## src/tsp_pkg.sv

```systemverilog
// package: constants and types for the type-c phy enable block
package tsp_pkg;
    // synchroniser depth in flops
    localparam int TSP_SYNC_STAGES = 2;
    // attach input count (mode 1), default three
    localparam int TSP_NUM_ATTACH = 3;
    // reset values
    localparam logic TSP_EN_RST = 1'b0;
    localparam logic TSP_SYNC_RST = 1'b0;
    // orientation decode when polarity strap low
    localparam logic TSP_ORIENT_SEL_B = 1'b1;
    // control style strap levels
    localparam logic TSP_STYLE_ATTACH_ORIENT = 1'b0;
    localparam logic TSP_STYLE_PER_ORIENT = 1'b1;

    typedef enum logic [1:0] {
        TSP_ST_IDLE,
        TSP_ST_PHY_A,
        TSP_ST_PHY_B
    } tsp_state_t;
endpackage : tsp_pkg

```

## src/tsp_sync_if.sv

```systemverilog
// interface: synchronised input bundle between synchroniser and decoder
interface tsp_sync_if #(parameter int NUM_ATTACH = 3);
    logic [NUM_ATTACH-1:0] attach;
    logic orient;
    logic orient_a_attach;
    logic orient_b_attach;
    logic polarity;
    logic style;
    modport src (output attach, orient, orient_a_attach, orient_b_attach,
        polarity, style);
    modport dst (input attach, orient, orient_a_attach, orient_b_attach,
        polarity, style);
endinterface : tsp_sync_if

```

## src/tsp_phy_enable.sv

```systemverilog
// module: superspeed phy enable decode for a type-c upstream port
// Notes on behaviour
// attach-plus-orientation style enables exactly one phy, gated by attach
// strap low: orientation 1 picks phy b, 0 picks phy a
// strap high: orientation 1 picks phy a, 0 picks phy b
// board holds style select high to use per-orientation attach inputs
// per-orientation style: orientation-a attach asserted turns phy a on
// per-orientation style: orientation-b attach asserted turns phy b on
// deasserted per-orientation attach keeps that phy off
// strap low: all attach and orientation inputs active high
// strap high: all attach and orientation inputs active low
// polarity strap pulled down inside, so unconnected means active high; the strap port has no pull-down here, so an undriven strap reads z
// style select low uses attach plus orientation, high per-orientation
// attach style enables phy only while adjusted attach is valid
// inputs synchronised first; all enables held low during reset
module tsp_phy_enable import tsp_pkg::*; #(
    parameter int NUM_ATTACH = TSP_NUM_ATTACH
) (
    // clock and reset
    input wire logic sys_clk_in,
    input wire logic rst_in,
    // attach-plus-orientation style inputs
    input wire logic [NUM_ATTACH-1:0] attach_in,
    input wire logic orientation_select_in,
    // per-orientation style inputs
    input wire logic orient_a_attach_in,
    input wire logic orient_b_attach_in,
    // straps
    input wire logic attach_polarity_strap,
    input wire logic control_style_select,
    // phy enables and attach state
    output logic phy_a_enable_out,
    output logic phy_b_enable_out,
    output logic [NUM_ATTACH-1:0] attach_active_out
);
    // refused at elaboration, the or-tree is sized for up to eight
    generate
        if (NUM_ATTACH < 1 || NUM_ATTACH > 8) begin : g_bad_attach
            $error("NUM_ATTACH must lie in 1..8");
        end
    endgenerate

    typedef struct packed {
        tsp_state_t state;
        logic phy_a_en;
        logic phy_b_en;
        logic [NUM_ATTACH-1:0] attach_act;
    } tsp_top_state_t;

    tsp_top_state_t state_reg;
    tsp_top_state_t state_next;

    tsp_sync_if #(.NUM_ATTACH(NUM_ATTACH)) sync_bus ();

    // input synchronisers
    tsp_sync #(.NUM_ATTACH(NUM_ATTACH)) u_sync (
        .clk_in(sys_clk_in),
        .rst_in(rst_in),
        .attach_in(attach_in),
        .orient_in(orientation_select_in),
        .orient_a_attach_in(orient_a_attach_in),
        .orient_b_attach_in(orient_b_attach_in),
        .polarity_in(attach_polarity_strap),
        .style_in(control_style_select),
        .sync_out(sync_bus.src)
    );

    logic [NUM_ATTACH-1:0] attach_adj;
    logic orient_adj;
    logic orient_a_adj;
    logic orient_b_adj;
    logic any_attach;

    // strap-controlled polarity, one xor per input
    genvar gi;
    generate
        for (gi = 0; gi < NUM_ATTACH; gi++) begin : g_attach
            assign attach_adj[gi] = sync_bus.attach[gi] ^ sync_bus.polarity;
        end
    endgenerate
    // an undriven strap reads z here, not low, so the xor yields x instead of being a no-op
    assign orient_a_adj = sync_bus.orient_a_attach ^ sync_bus.polarity;
    assign orient_b_adj = sync_bus.orient_b_attach ^ sync_bus.polarity;
    // orientation decode inverts with the strap
    assign orient_adj = sync_bus.orient ^ sync_bus.polarity;
    assign any_attach = |attach_adj;

    always_comb begin
        state_next = state_reg;
        state_next.attach_act = attach_adj;
        // style select picks the input set
        if (sync_bus.style == TSP_STYLE_ATTACH_ORIENT) begin
            // one phy only, only while attached
            if (!any_attach) begin
                state_next.state = TSP_ST_IDLE;
            end else if (orient_adj == TSP_ORIENT_SEL_B) begin
                state_next.state = TSP_ST_PHY_B;
            end else begin
                state_next.state = TSP_ST_PHY_A;
            end
            case (state_next.state)
                TSP_ST_PHY_A: begin
                    state_next.phy_a_en = 1'b1;
                    state_next.phy_b_en = 1'b0;
                end
                TSP_ST_PHY_B: begin
                    state_next.phy_a_en = 1'b0;
                    state_next.phy_b_en = 1'b1;
                end
                default: begin
                    state_next.phy_a_en = 1'b0;
                    state_next.phy_b_en = 1'b0;
                end
            endcase
        end else begin
            // strap held high by the board selects this path
            // each phy follows its own attach;
            // both may be on if the controller asserts both
            state_next.phy_a_en = orient_a_adj;
            state_next.phy_b_en = orient_b_adj;
            state_next.state = TSP_ST_IDLE;
        end
    end

    // enables forced off in reset
    always_ff @(posedge sys_clk_in or posedge rst_in) begin
        if (rst_in) begin
            state_reg.state <= TSP_ST_IDLE;
            state_reg.phy_a_en <= TSP_EN_RST;
            state_reg.phy_b_en <= TSP_EN_RST;
            state_reg.attach_act <= '0;
        end else begin
            state_reg <= state_next;
        end
    end

    assign phy_a_enable_out = state_reg.phy_a_en;
    assign phy_b_enable_out = state_reg.phy_b_en;
    assign attach_active_out = state_reg.attach_act;
endmodule : tsp_phy_enable

```

## src/tsp_sync.sv

```systemverilog
// module: two-flop synchronisers for all connector-control inputs
module tsp_sync import tsp_pkg::*; #(
    parameter int NUM_ATTACH = TSP_NUM_ATTACH
) (
    // clock and reset
    input wire logic clk_in,
    input wire logic rst_in,
    // raw inputs
    input wire logic [NUM_ATTACH-1:0] attach_in,
    input wire logic orient_in,
    input wire logic orient_a_attach_in,
    input wire logic orient_b_attach_in,
    input wire logic polarity_in,
    input wire logic style_in,
    // synchronised outputs
    tsp_sync_if.src sync_out
);
    localparam int W = NUM_ATTACH + 5;

    typedef struct packed {
        logic [W-1:0] stage1;
        logic [W-1:0] stage2;
    } tsp_sync_state_t;

    tsp_sync_state_t state_reg;
    tsp_sync_state_t state_next;
    logic [W-1:0] raw;

    assign raw = {attach_in, orient_in, orient_a_attach_in,
        orient_b_attach_in, polarity_in, style_in};

    // first stage feeds only the second stage
    always_comb begin
        state_next = state_reg;
        state_next.stage1 = raw;
        state_next.stage2 = state_reg.stage1;
    end

    always_ff @(posedge clk_in or posedge rst_in) begin
        if (rst_in) begin
            state_reg <= '{default: {W{TSP_SYNC_RST}}};
        end else begin
            state_reg <= state_next;
        end
    end

    assign {sync_out.attach, sync_out.orient, sync_out.orient_a_attach,
        sync_out.orient_b_attach, sync_out.polarity,
        sync_out.style} = state_reg.stage2;
endmodule : tsp_sync

```

## config.mk

```make
export PLATFORM = sky130hd
export DESIGN_NAME = tsp_phy_enable
export DESIGN_NICKNAME = d
export VERILOG_FILES = /design/src/tsp_pkg.sv /design/src/tsp_sync_if.sv /design/src/tsp_phy_enable.sv /design/src/tsp_sync.sv
export SDC_FILE = /design/constraint.sdc
export NUM_CORES = 1
export LEC_CHECK = 0
export ABC_AREA = 1
export BUFFER_PORTS_ARGS = -buffer_cell sky130_fd_sc_hd__buf_2
export CAP_MARGIN = 30
export CORE_ASPECT_RATIO = 0.9
export CORE_UTILIZATION = 30
export DETAILED_ROUTE_END_ITERATION = 6
export PLACE_DENSITY = 0.49
export SLEW_MARGIN = 10
export SYNTH_ARGS = -nofsm -noshare
export SYNTH_HDL_FRONTEND = slang
export SYNTH_SLANG_ARGS = --single-unit
```

## constraint.sdc

```tcl
create_clock -name sys_clk_in -period 0.98 [get_ports sys_clk_in]
set_clock_uncertainty 0.1 [all_clocks]
set_input_delay 0.049 -clock sys_clk_in [delete_from_list [all_inputs] [get_ports sys_clk_in]]
set_output_delay 0.049 -clock sys_clk_in [all_outputs]
set_load 0.01 [all_outputs]
```

==> impl_metrics.toml, run 1 <==
[run_status]
outcome = "complete, but fails checks"
failed_checks = "setup timing"

[logic_synthesis]
synth.top_cells.by_count = "sky130_fd_sc_hd__dfrtp_1, sky130_fd_sc_hd__nand2_1, sky130_fd_sc_hd__inv_1"
synth_cells = 54
synth.most_common_cell = "sky130_fd_sc_hd__dfrtp_1"
ys.flop_type = "sky130_fd_sc_hd__dfrtp_1"
synth_area_um2 = 711
synth_area_leader_cell = "sky130_fd_sc_hd__dfrtp_1"
synthArstFlopShare_pct = 100
count_of_warnings_emitted_by_yosys = 0
ys_top_cells_by_area = "sky130_fd_sc_hd__dfrtp_1, sky130_fd_sc_hd__nand2_1, sky130_fd_sc_hd__nand2_2, sky130_fd_sc_hd__inv_1, sky130_fd_sc_hd__xor2_1"
post_synth_num_cell_types = 11
synth.avg_cell_area_um2 = 13.2
synthDominantCellAreaShare_pct = 73.9
synth_sequential_area_ratio_pct = 73.9
synth_edf_count = 0
number_of_register_bits_inferred_by_synthesis = 21
synth_fp_nets = 64

[cells_and_area]
area_of_the_multi_input_gates_um2 = 135
n_antenna_cell = 0
layout.filler_cells = 219
num-nets-final = 94
final_util_pct = 43.1
seqCellArea_um2 = 527
final_layout_size_suffix_gt1_share_pct = 41.0
area.growth.synth_to_final_pct = 33.6

[worst_setup_path]
path_delay_family = "flip-flops"
timing.critical_path.slowest_stage_cell = "sky130_fd_sc_hd__dfrtp_2"
critical_path.cell_chain = "inv_8 > nand2_2 > nand2_2 > nand3_2 > nand2_1 > nand2_1"
cp.depth = 6
crit_path_start_kind = "flop"
cp.buffers_inverters = 1
timing.critical_path.arrival_ns = 1.19
critical_path_data_required_time_ns = 1.09
cpPeakStageDelay_ns = 0.50
critical_path.max_fanout = 7
ff2ff_path_depth = 6
worstSetupPathType = "reg -> reg"
worstSetupEndpointType = "flop"

[power]
net-switching-power_w = 0.000358
internal_power_w = 0.00116
total_power_w = 0.00151
power_frac_seq_pct = 62.1
power_frac_clock_pct = 27.4
switching_fraction_pct = 23.6
cell_area_power_density_nw_per_um2 = 1600
comb_power_share_pct = 10.5
worst_ir_drop_vdd_mv = 0.889
leakage_nw = 0.483

[placed_design]
globalplace.congestion = 0.715
port_buffers = 14
dpl_worst_slack_ns = -0.176
hpwlAfterDp_um = 586

[global_routing]
initial_antenna_violation_count = 0
grt_usage_pct = 8.06
grt_max_degree = 22
global_route.overflow_total = 0
number_of_global_route_vias_before_repair = 344
grt_pass1_wl_um = 1340

[detailed_routing]
drt_first_pass_iters = 4
dr.first_iter.drc_count = 6
detail-route-antenna-nets = 0
vias = 414
wirelength_um = 856
detail_route.wl_per_cell_um = 7.78
post_drt_via_cell_ratio = 3.76
remaining_drc_errors = 0

[floorplan]
floorplan.rows = 16
chipHeight_um = 48.2
die_w_um = 53.3
initial_core_util_pct = 32.3
boundaryPins = 15
placeableCoreArea_um2 = 2200
design.die.area_um2 = 2570

[cts]
clock_path_buffers = 2
numClockSinks = 21
cts_tree = "yes"
h-tree-depth = 1
clock_insertion_delay_worst_skew_ns = 0.30
cts.reportedPaths.clkPinSlew_ns = 0.11
cts_buf_count = 3
clockRootBuffer = "sky130_fd_sc_hd__clkbuf_4"

[timing]
post-route-period-util_pct = 111
count_of_pins_over_their_slew_limit = 0
relSlewSlack_pct = 83.2
worst_slew_pin_slew_ns = 0.251
setup_viol_count_final = 4
fin_tns_setup_ns = -0.275
hold_violations = 0
final.setup.worst_slack_ns = -0.108
layout_min_cycle_time_ns = 1.09
setup_repair_after_global_routing_missed_its_margin = "true"
timing.fmax_mhz = 919
final_worst_hold_slack_ns = 0.203

[worst_hold_path]
hold_class = "in -> async"

[flow_run]
drv.max_cap_violation_count = 0
worst paths after layout:
path	start	to	slack, ns
worst min register to register	u_sync.state_next[6]	u_sync.sync_out.attach[1]	0.26
worst max register to register	u_sync.sync_out.polarity	phy_b_enable_out	-0.11
min in group sys_clk_in	u_sync.state_next[6]	u_sync.sync_out.attach[1]	0.26
worst max-delay path	u_sync.sync_out.polarity	phy_b_enable_out	-0.11
worst min-delay path	rst_in	u_sync.state_next[3]	0.20
max in group asynchronous	rst_in	u_sync.sync_out.polarity	0.35
kinds of logic after synthesis:
family / Yosys count / share of synthesized area, %
XOR/XNOR: 2 / 2.47
AND/OR/NAND/NOR: 20 / 15.0
flip-flops: 21 / 73.9
buffers and inverters: 10 / 7.39
AO/OA/AOI/OAI: 1 / 1.23
layer usage:
| metal | wire, µm | track usage, % | vias to the layer above |
|---|---|---|---|
| met5 | 0 | 0 | - |
| met4 | 0 | 3.16 | 0 |
| met3 | 64 | 6.54 | 0 |
| met2 | 413 | 12.8 | 18 |
| met1 | 378 | 7.92 | 183 |
| li1 | - | - | 213 |
layout make-up:
type | count | share of cell area [%]
Sequential cell | 21 | 55.5
Timing Repair Buffer | 26 | 19.2
Multi-Input combinational cell | 23 | 14.2
Inverter | 9 | 4.35
Tap cell | 27 | 3.56
Clock buffer | 3 | 2.37
Clock inverter | 1 | 0.791
timing repair:
action / CTS / global route
resized for setup: 2 / 0
buffers inserted: 0 / 0
hold endpoints to repair: 29 / 0
endpoints found under the setup margin: 7 / 9
pin swaps: 1 / 1
hold buffers: 9 / 0
sequential cells by signal, summed over array words and instances (netlist names):
register and count:
attach_active_out 3, u_sync.sync_out.orient 1, u_sync.sync_out.style 1, u_sync.sync_out.polarity 1
u_sync.sync_out.orient_b_attach 1, u_sync.sync_out.orient_a_attach 1, phy_b_enable_out 1, phy_a_enable_out 1
u_sync.state_next 8, u_sync.sync_out.attach 3
worst reg2reg max path, stage by stage, from the launching register on:
cell	delay [ns]
sky130_fd_sc_hd__dfrtp_2	0.50
sky130_fd_sc_hd__inv_8	0.10
sky130_fd_sc_hd__nand2_2	0.05
sky130_fd_sc_hd__nand2_2	0.06
sky130_fd_sc_hd__nand3_2	0.08
sky130_fd_sc_hd__nand2_1	0.06
sky130_fd_sc_hd__nand2_1	0.05
power by group through the flow:
stage               combinational, W  sequential (W)  clock (W)
floorplan                  0.0000765        0.000962          0
global placement            0.000133        0.000958          0
detailed placement          0.000134        0.000959          0
CTS                         0.000162        0.000942   0.000447
global route                0.000178        0.000948   0.000489
finish                      0.000159        0.000941   0.000415
cell usage in the layout (no fill, tap or decap):
cell type | Yosys | layout
sky130_fd_sc_hd__clkbuf_4 | 0 | 3
sky130_fd_sc_hd__clkinvlp_4 | 0 | 1
sky130_fd_sc_hd__nand2_1 | 11 | 10
sky130_fd_sc_hd__dlygate4sd3_1 | 0 | 9
sky130_fd_sc_hd__inv_8 | 1 | 1
sky130_fd_sc_hd__a21oi_2 | 1 | 1
sky130_fd_sc_hd__buf_2 | 0 | 14
sky130_fd_sc_hd__dfrtp_1 | 21 | 20
sky130_fd_sc_hd__xor2_1 | 2 | 2
sky130_fd_sc_hd__nand2_4 | 1 | 1
sky130_fd_sc_hd__dfrtp_2 | 0 | 1
sky130_fd_sc_hd__inv_1 | 8 | 8
sky130_fd_sc_hd__nand2_2 | 6 | 7
sky130_fd_sc_hd__nand3_2 | 1 | 1
sky130_fd_sc_hd__nor2_2 | 1 | 1
sky130_fd_sc_hd__buf_4 | 0 | 3
metrics by stage:
step,area [µm²],cells
CTS,950,110
floorplan,711,54
global placement,826,97
detailed placement,826,97
finish,950,110
global route,950,110
Note: power is estimated with default switching activity, not from simulation.
==> run 2, diff against run 1 <==
- RECOVER_POWER: not set -> 100
==> run 2 against run 1 <==
  * The run still ends with setup timing left
  * Sequential cell count stayed put
  * Worst hold slack better by 0.056 ns
  * Final area is 0.26% lower
  * Sequential share of layout area is 0.15 points higher
==> impl_metrics.toml, run 2 (same netlist as run 1, synthesis figures left out) <==
[run_status]
outcome = "complete, but fails checks"
failed_checks = "setup timing"

[power]
worst_ir_drop_vdd_mv = 0.887
cell_area_power_density_nw_per_um2 = 1600
internal_power_w = 0.00116
power_frac_clock_pct = 27.4
leakage_nw = 0.483
net-switching-power_w = 0.000357
switching_fraction_pct = 23.6
power_frac_seq_pct = 62.2
comb_power_share_pct = 10.4

[cells_and_area]
largest_register_ff_count = 8
final_cell_area_um2 = 947
final_util_pct = 43.0
layout.filler_cells = 220
num-nets-final = 94
final_common_cell = "sky130_fd_sc_hd__dfrtp_1"
mostFrequentLayoutCells = "sky130_fd_sc_hd__dfrtp_1, sky130_fd_sc_hd__buf_2, sky130_fd_sc_hd__nand2_1, sky130_fd_sc_hd__dlygate4sd3_1, sky130_fd_sc_hd__inv_1"
seqCellArea_um2 = 527
final_layout_size_suffix_gt1_share_pct = 41.0
area.growth.synth_to_final_pct = 33.3
area_of_the_multi_input_gates_um2 = 135
n_antenna_cell = 0

[timing]
setup_repair_after_global_routing_missed_its_margin = "true"
post-route-period-util_pct = 111
final.setup.worst_slack_ns = -0.107
layout_min_cycle_time_ns = 1.09
timing.fmax_mhz = 920
count_of_pins_over_their_slew_limit = 0
relSlewSlack_pct = 67.8
worst_slew_pin_slew_ns = 0.484
setup_viol_count_final = 4
hold_violations = 0

[cts]
cts_tree = "yes"
clock_path_buffers = 2
clockRootBuffer = "sky130_fd_sc_hd__clkbuf_4"
numClockSinks = 21
clock_insertion_delay_worst_skew_ns = 0.30
h-tree-depth = 1
cts_buf_count = 3
cts.reportedPaths.clkPinSlew_ns = 0.11
cts_setup_buffers = 0

[detailed_routing]
vias = 413
dr.first_iter.drc_count = 6
post_drt_via_cell_ratio = 3.75
drt_first_pass_iters = 4
detail-route-antenna-nets = 0
detail_route.wl_per_cell_um = 7.80
remaining_drc_errors = 0
wirelength_um = 858

[worst_setup_path]
critical_path_data_required_time_ns = 1.09
cpPeakStageDelay_ns = 0.50
reg2reg_slack_ns = -0.11
crit_path_end = "phy_b_enable_out"
path_delay_family = "flip-flops"
crit_path_start_kind = "flop"
worstSetupEndpointType = "flop"
critical_path.max_fanout = 7
worstSetupPathType = "reg -> reg"
ff2ff_path_depth = 6
timing.critical_path.slowest_stage_cell = "sky130_fd_sc_hd__dfrtp_2"
cp.buffers_inverters = 1
timing.critical_path.arrival_ns = 1.19
r2r_start = "u_sync.sync_out.polarity"
crit-reg2reg-capture = "phy_b_enable_out"
worst_setup_path_startpoint = "u_sync.sync_out.polarity"
critical_path.cell_chain = "inv_8 > nand2_2 > nand2_2 > nand3_2 > nand2_1 > nand2_1"
cp.depth = 6

[floorplan]
die_w_um = 53.3
chipHeight_um = 48.2
design.die.area_um2 = 2570
initial_core_util_pct = 32.3
placeableCoreArea_um2 = 2200
boundaryPins = 15
floorplan.rows = 16

[placed_design]
globalplace.congestion = 0.715
hpwlAfterDp_um = 586
placed_area_um2 = 826
port_buffers = 14
dpl_worst_slack_ns = -0.176

[worst_hold_path]
hold_class = "reg -> reg"

[global_routing]
grt_max_degree = 22
number_of_global_route_vias_before_repair = 344
grt_pass1_wl_um = 1340
global_route.overflow_total = 0
initial_antenna_violation_count = 0
grt_usage_pct = 8.06

[flow_run]
drv.max_cap_violation_count = 0
run 2: final cells by class:
class,instances,share of cell area (%)
Timing Repair Buffer,26,19.0
Inverter,9,4.36
Clock buffer,3,2.38
Sequential cell,21,55.6
Clock inverter,1,0.793
Multi-Input combinational cell,23,14.3
Tap cell,27,3.57
run 2: power by group through the flow:
stage	clock network (W)	registers, W	logic (W)
finish	0.000414	0.000941	0.000158
global route	0.000489	0.000948	0.000177
global placement	0	0.000958	0.000133
detailed placement	0	0.000959	0.000134
CTS	0.000447	0.000942	0.000162
floorplan	0	0.000962	0.0000765
run 2: repair_timing:
item	in CTS	in global routing
hold endpoints to repair	29	0
pin swaps	1	1
hold buffers	9	0
resized for setup	2	0
setup endpoints to repair	7	9
run 2: worst min path at each step:
stage                          startpoint                   endpoint  slack, ns  depth (start not counted)
floorplan                          rst_in       attach_active_out[0]      -0.07                          1
global placement                   rst_in       u_sync.state_next[3]      -0.02                          3
detailed placement                 rst_in       u_sync.state_next[2]     -0.005                          3
CTS                                rst_in     u_sync.sync_out.orient       0.19                          4
global route        orientation_select_in       u_sync.state_next[4]       0.24                          2
finish               u_sync.state_next[6]  u_sync.sync_out.attach[1]       0.26                          0
run 2: per-stage QoR:
step           std cells  total power (W)  hold WS, ns  setup TNS (ns)
6_report             110          0.00151        0.260          -0.272
5_1_grt              110          0.00161        0.243          -0.686
3_3_place_gp          97          0.00109      -0.0167          -0.552
4_1_cts              110          0.00155        0.192          -0.325
3_5_place_dp          97          0.00109     -0.00481          -0.571
2_1_floorplan         54          0.00104      -0.0745         -0.0750
run 2: worst reg2reg max path, cell delays in order, from the launching register on:
cell	delay (ns)
sky130_fd_sc_hd__dfrtp_2	0.50
sky130_fd_sc_hd__inv_8	0.10
sky130_fd_sc_hd__nand2_2	0.05
sky130_fd_sc_hd__nand2_2	0.06
sky130_fd_sc_hd__nand3_2	0.08
sky130_fd_sc_hd__nand2_1	0.06
sky130_fd_sc_hd__nand2_1	0.05
run 2: metal layers:
metal	wire length, µm	track usage (%)	vias to the layer above
met1	385	7.92	182
met5	0	0	-
li1	-	-	213
met4	0	3.16	0
met3	64	6.54	0
met2	409	12.8	18
==> run 3, diff against run 2 <==
- CORE_MARGIN: not set -> 1
- PLACE_DENSITY: 0.49 -> 0.47
- clock period: 0.98 -> 1 ns (I/O delays scaled with it)
==> run 3 against run 2 <==
  * Register-to-register slack better by 0.02 ns
  * The flow still finishes with violations (setup timing)
  * Sequential cell count unchanged
  * Wire length is 5.1% lower
  * Utilization rose by 1.2 points
  * Critical path type unchanged
  * Critical endpoint is now phy_a_enable_out
  * Non-clock buffer count increased by 1
  * Final area up 2.8%
  * Largest power group unchanged
  * Sequential power fell by 2%
==> impl_metrics.toml, run 3 (same netlist as run 1, synthesis figures left out) <==
[run_status]
outcome = "complete, but fails checks"
failed_checks = "setup timing"

[global_routing]
number_of_global_route_vias_before_repair = 330
grt_max_degree = 22
grt_usage_pct = 7.76
initial_antenna_violation_count = 0
global_route.overflow_total = 0
grt_pass1_wl_um = 1320

[cells_and_area]
final_cell_area_um2 = 973
final_common_cell = "sky130_fd_sc_hd__dfrtp_1"
area.growth.synth_to_final_pct = 37.0
largest_register_ff_count = 8
mostFrequentLayoutCells = "sky130_fd_sc_hd__dfrtp_1, sky130_fd_sc_hd__buf_2, sky130_fd_sc_hd__nand2_1, sky130_fd_sc_hd__dlygate4sd3_1, sky130_fd_sc_hd__inv_1"
area_of_the_multi_input_gates_um2 = 135
seqCellArea_um2 = 527
layout.filler_cells = 229
n_antenna_cell = 0
num-nets-final = 95
final_layout_size_suffix_gt1_share_pct = 41.7
final_util_pct = 44.2

[worst_setup_path]
worstSetupPathType = "reg -> reg"
critical_path.max_fanout = 7
worstSetupEndpointType = "flop"
crit_path_start_kind = "flop"
critical_path_data_required_time_ns = 1.10
timing.critical_path.arrival_ns = 1.19

[detailed_routing]
detail-route-antenna-nets = 0
detail_route.wl_per_cell_um = 7.33
dr.first_iter.drc_count = 8
vias = 401
post_drt_via_cell_ratio = 3.61
wirelength_um = 814
drt_first_pass_iters = 2
remaining_drc_errors = 0

[timing]
count_of_pins_over_their_slew_limit = 0
hold_violations = 0
layout_min_cycle_time_ns = 1.09
final.setup.worst_slack_ns = -0.0877
post-route-period-util_pct = 109
worst_slew_pin_slew_ns = 0.488
setup_viol_count_final = 5
relSlewSlack_pct = 67.4
setup_repair_after_global_routing_missed_its_margin = "true"
timing.fmax_mhz = 919

[floorplan]
die_w_um = 53.3
floorplan.rows = 16
initial_core_util_pct = 32.3
chipHeight_um = 48.2
placeableCoreArea_um2 = 2200
boundaryPins = 15
design.die.area_um2 = 2570

[cts]
clock_path_buffers = 2
clock_insertion_delay_worst_skew_ns = 0.30
cts_tree = "yes"
cts.reportedPaths.clkPinSlew_ns = 0.12
clockRootBuffer = "sky130_fd_sc_hd__clkbuf_4"
cts_buf_count = 3
numClockSinks = 21
h-tree-depth = 1

[power]
cell_area_power_density_nw_per_um2 = 1540
worst_ir_drop_vdd_mv = 0.797
leakage_nw = 0.494
total_power_w = 0.00150

[placed_design]
port_buffers = 14
placed_area_um2 = 826
globalplace.congestion = 0.700

[flow_run]
drv.max_cap_violation_count = 0

[worst_hold_path]
hold_class = "reg -> reg"
==> run 3: routing by layer <==
layer / routed length, µm / up-vias / GRT usage (%)
li1: - / 217 / -
met2: 379 / 13 / 12.8
met1: 389 / 171 / 7.65
met3: 45 / 0 / 5.61
met4: 0 / 0 / 3.16
met5: 0 / - / 0
==> run 3: path summary, 6_finish.rpt <==
check | from | end | slack, ns | cells past startpoint
min in group asynchronous | rst_in | u_sync.state_next[4] | 0.28 | 4
max | u_sync.sync_out.polarity | phy_a_enable_out | -0.09 | 6
max in group asynchronous | rst_in | u_sync.sync_out.polarity | 0.17 | 4
max reg2reg | u_sync.sync_out.polarity | phy_a_enable_out | -0.09 | 6
min reg2reg | u_sync.state_next[6] | u_sync.sync_out.attach[1] | 0.26 | 0
min | u_sync.state_next[6] | u_sync.sync_out.attach[1] | 0.26 | 0
==> run 3: repair_timing <==
action / 4_1_cts / 5_1_grt
endpoints found under the setup margin: 5 / 9
pin swaps: 1 / 0
hold buffers: 9 / 0
setup buffers: 1 / 0
hold endpoints to repair: 29 / 0
gates resized for setup: 2 / 3
==> run 3: power by group <==
part	total [W]	leakage, nW	switching (W)	internal (W)
clock	0.000409	0.0139	0.000256	0.000152
sequential	0.000925	0.244	0.0000251	0.000899
combinational	0.000170	0.237	0.0000733	0.0000962
total	0.00150	0.494	0.000355	0.00115
==> run 3: per-stage QoR <==
step | TNS [ns] | hold slack, ns | setup WS (ns) | instances
2_1_floorplan | -0.0350 | -0.0735 | -0.0175 | 54
3_3_place_gp | -0.479 | -0.0159 | -0.163 | 97
3_5_place_dp | -0.547 | -0.00942 | -0.169 | 97
4_1_cts | -0.290 | 0.187 | -0.0993 | 111
5_1_grt | -0.527 | 0.260 | -0.152 | 111
6_report | -0.238 | 0.261 | -0.0877 | 111
==> run 3: cell type report <==
class,count,area share [%]
clock inverter,1,0.771
timing repair buffer,27,21.2
tap,27,3.47
clock buffer,3,2.31
sequential,21,54.1
inverter,9,4.24
multi-input combinational,23,13.9
==> run 3: critical path: stages (launching register included) <==
cell and delay [ns]:
sky130_fd_sc_hd__dfrtp_2 0.51, sky130_fd_sc_hd__inv_8 0.09, sky130_fd_sc_hd__nand2_2 0.05, sky130_fd_sc_hd__nand2_2 0.06, sky130_fd_sc_hd__nand3_2 0.08, sky130_fd_sc_hd__nand2_1 0.06, sky130_fd_sc_hd__nand2_1 0.05
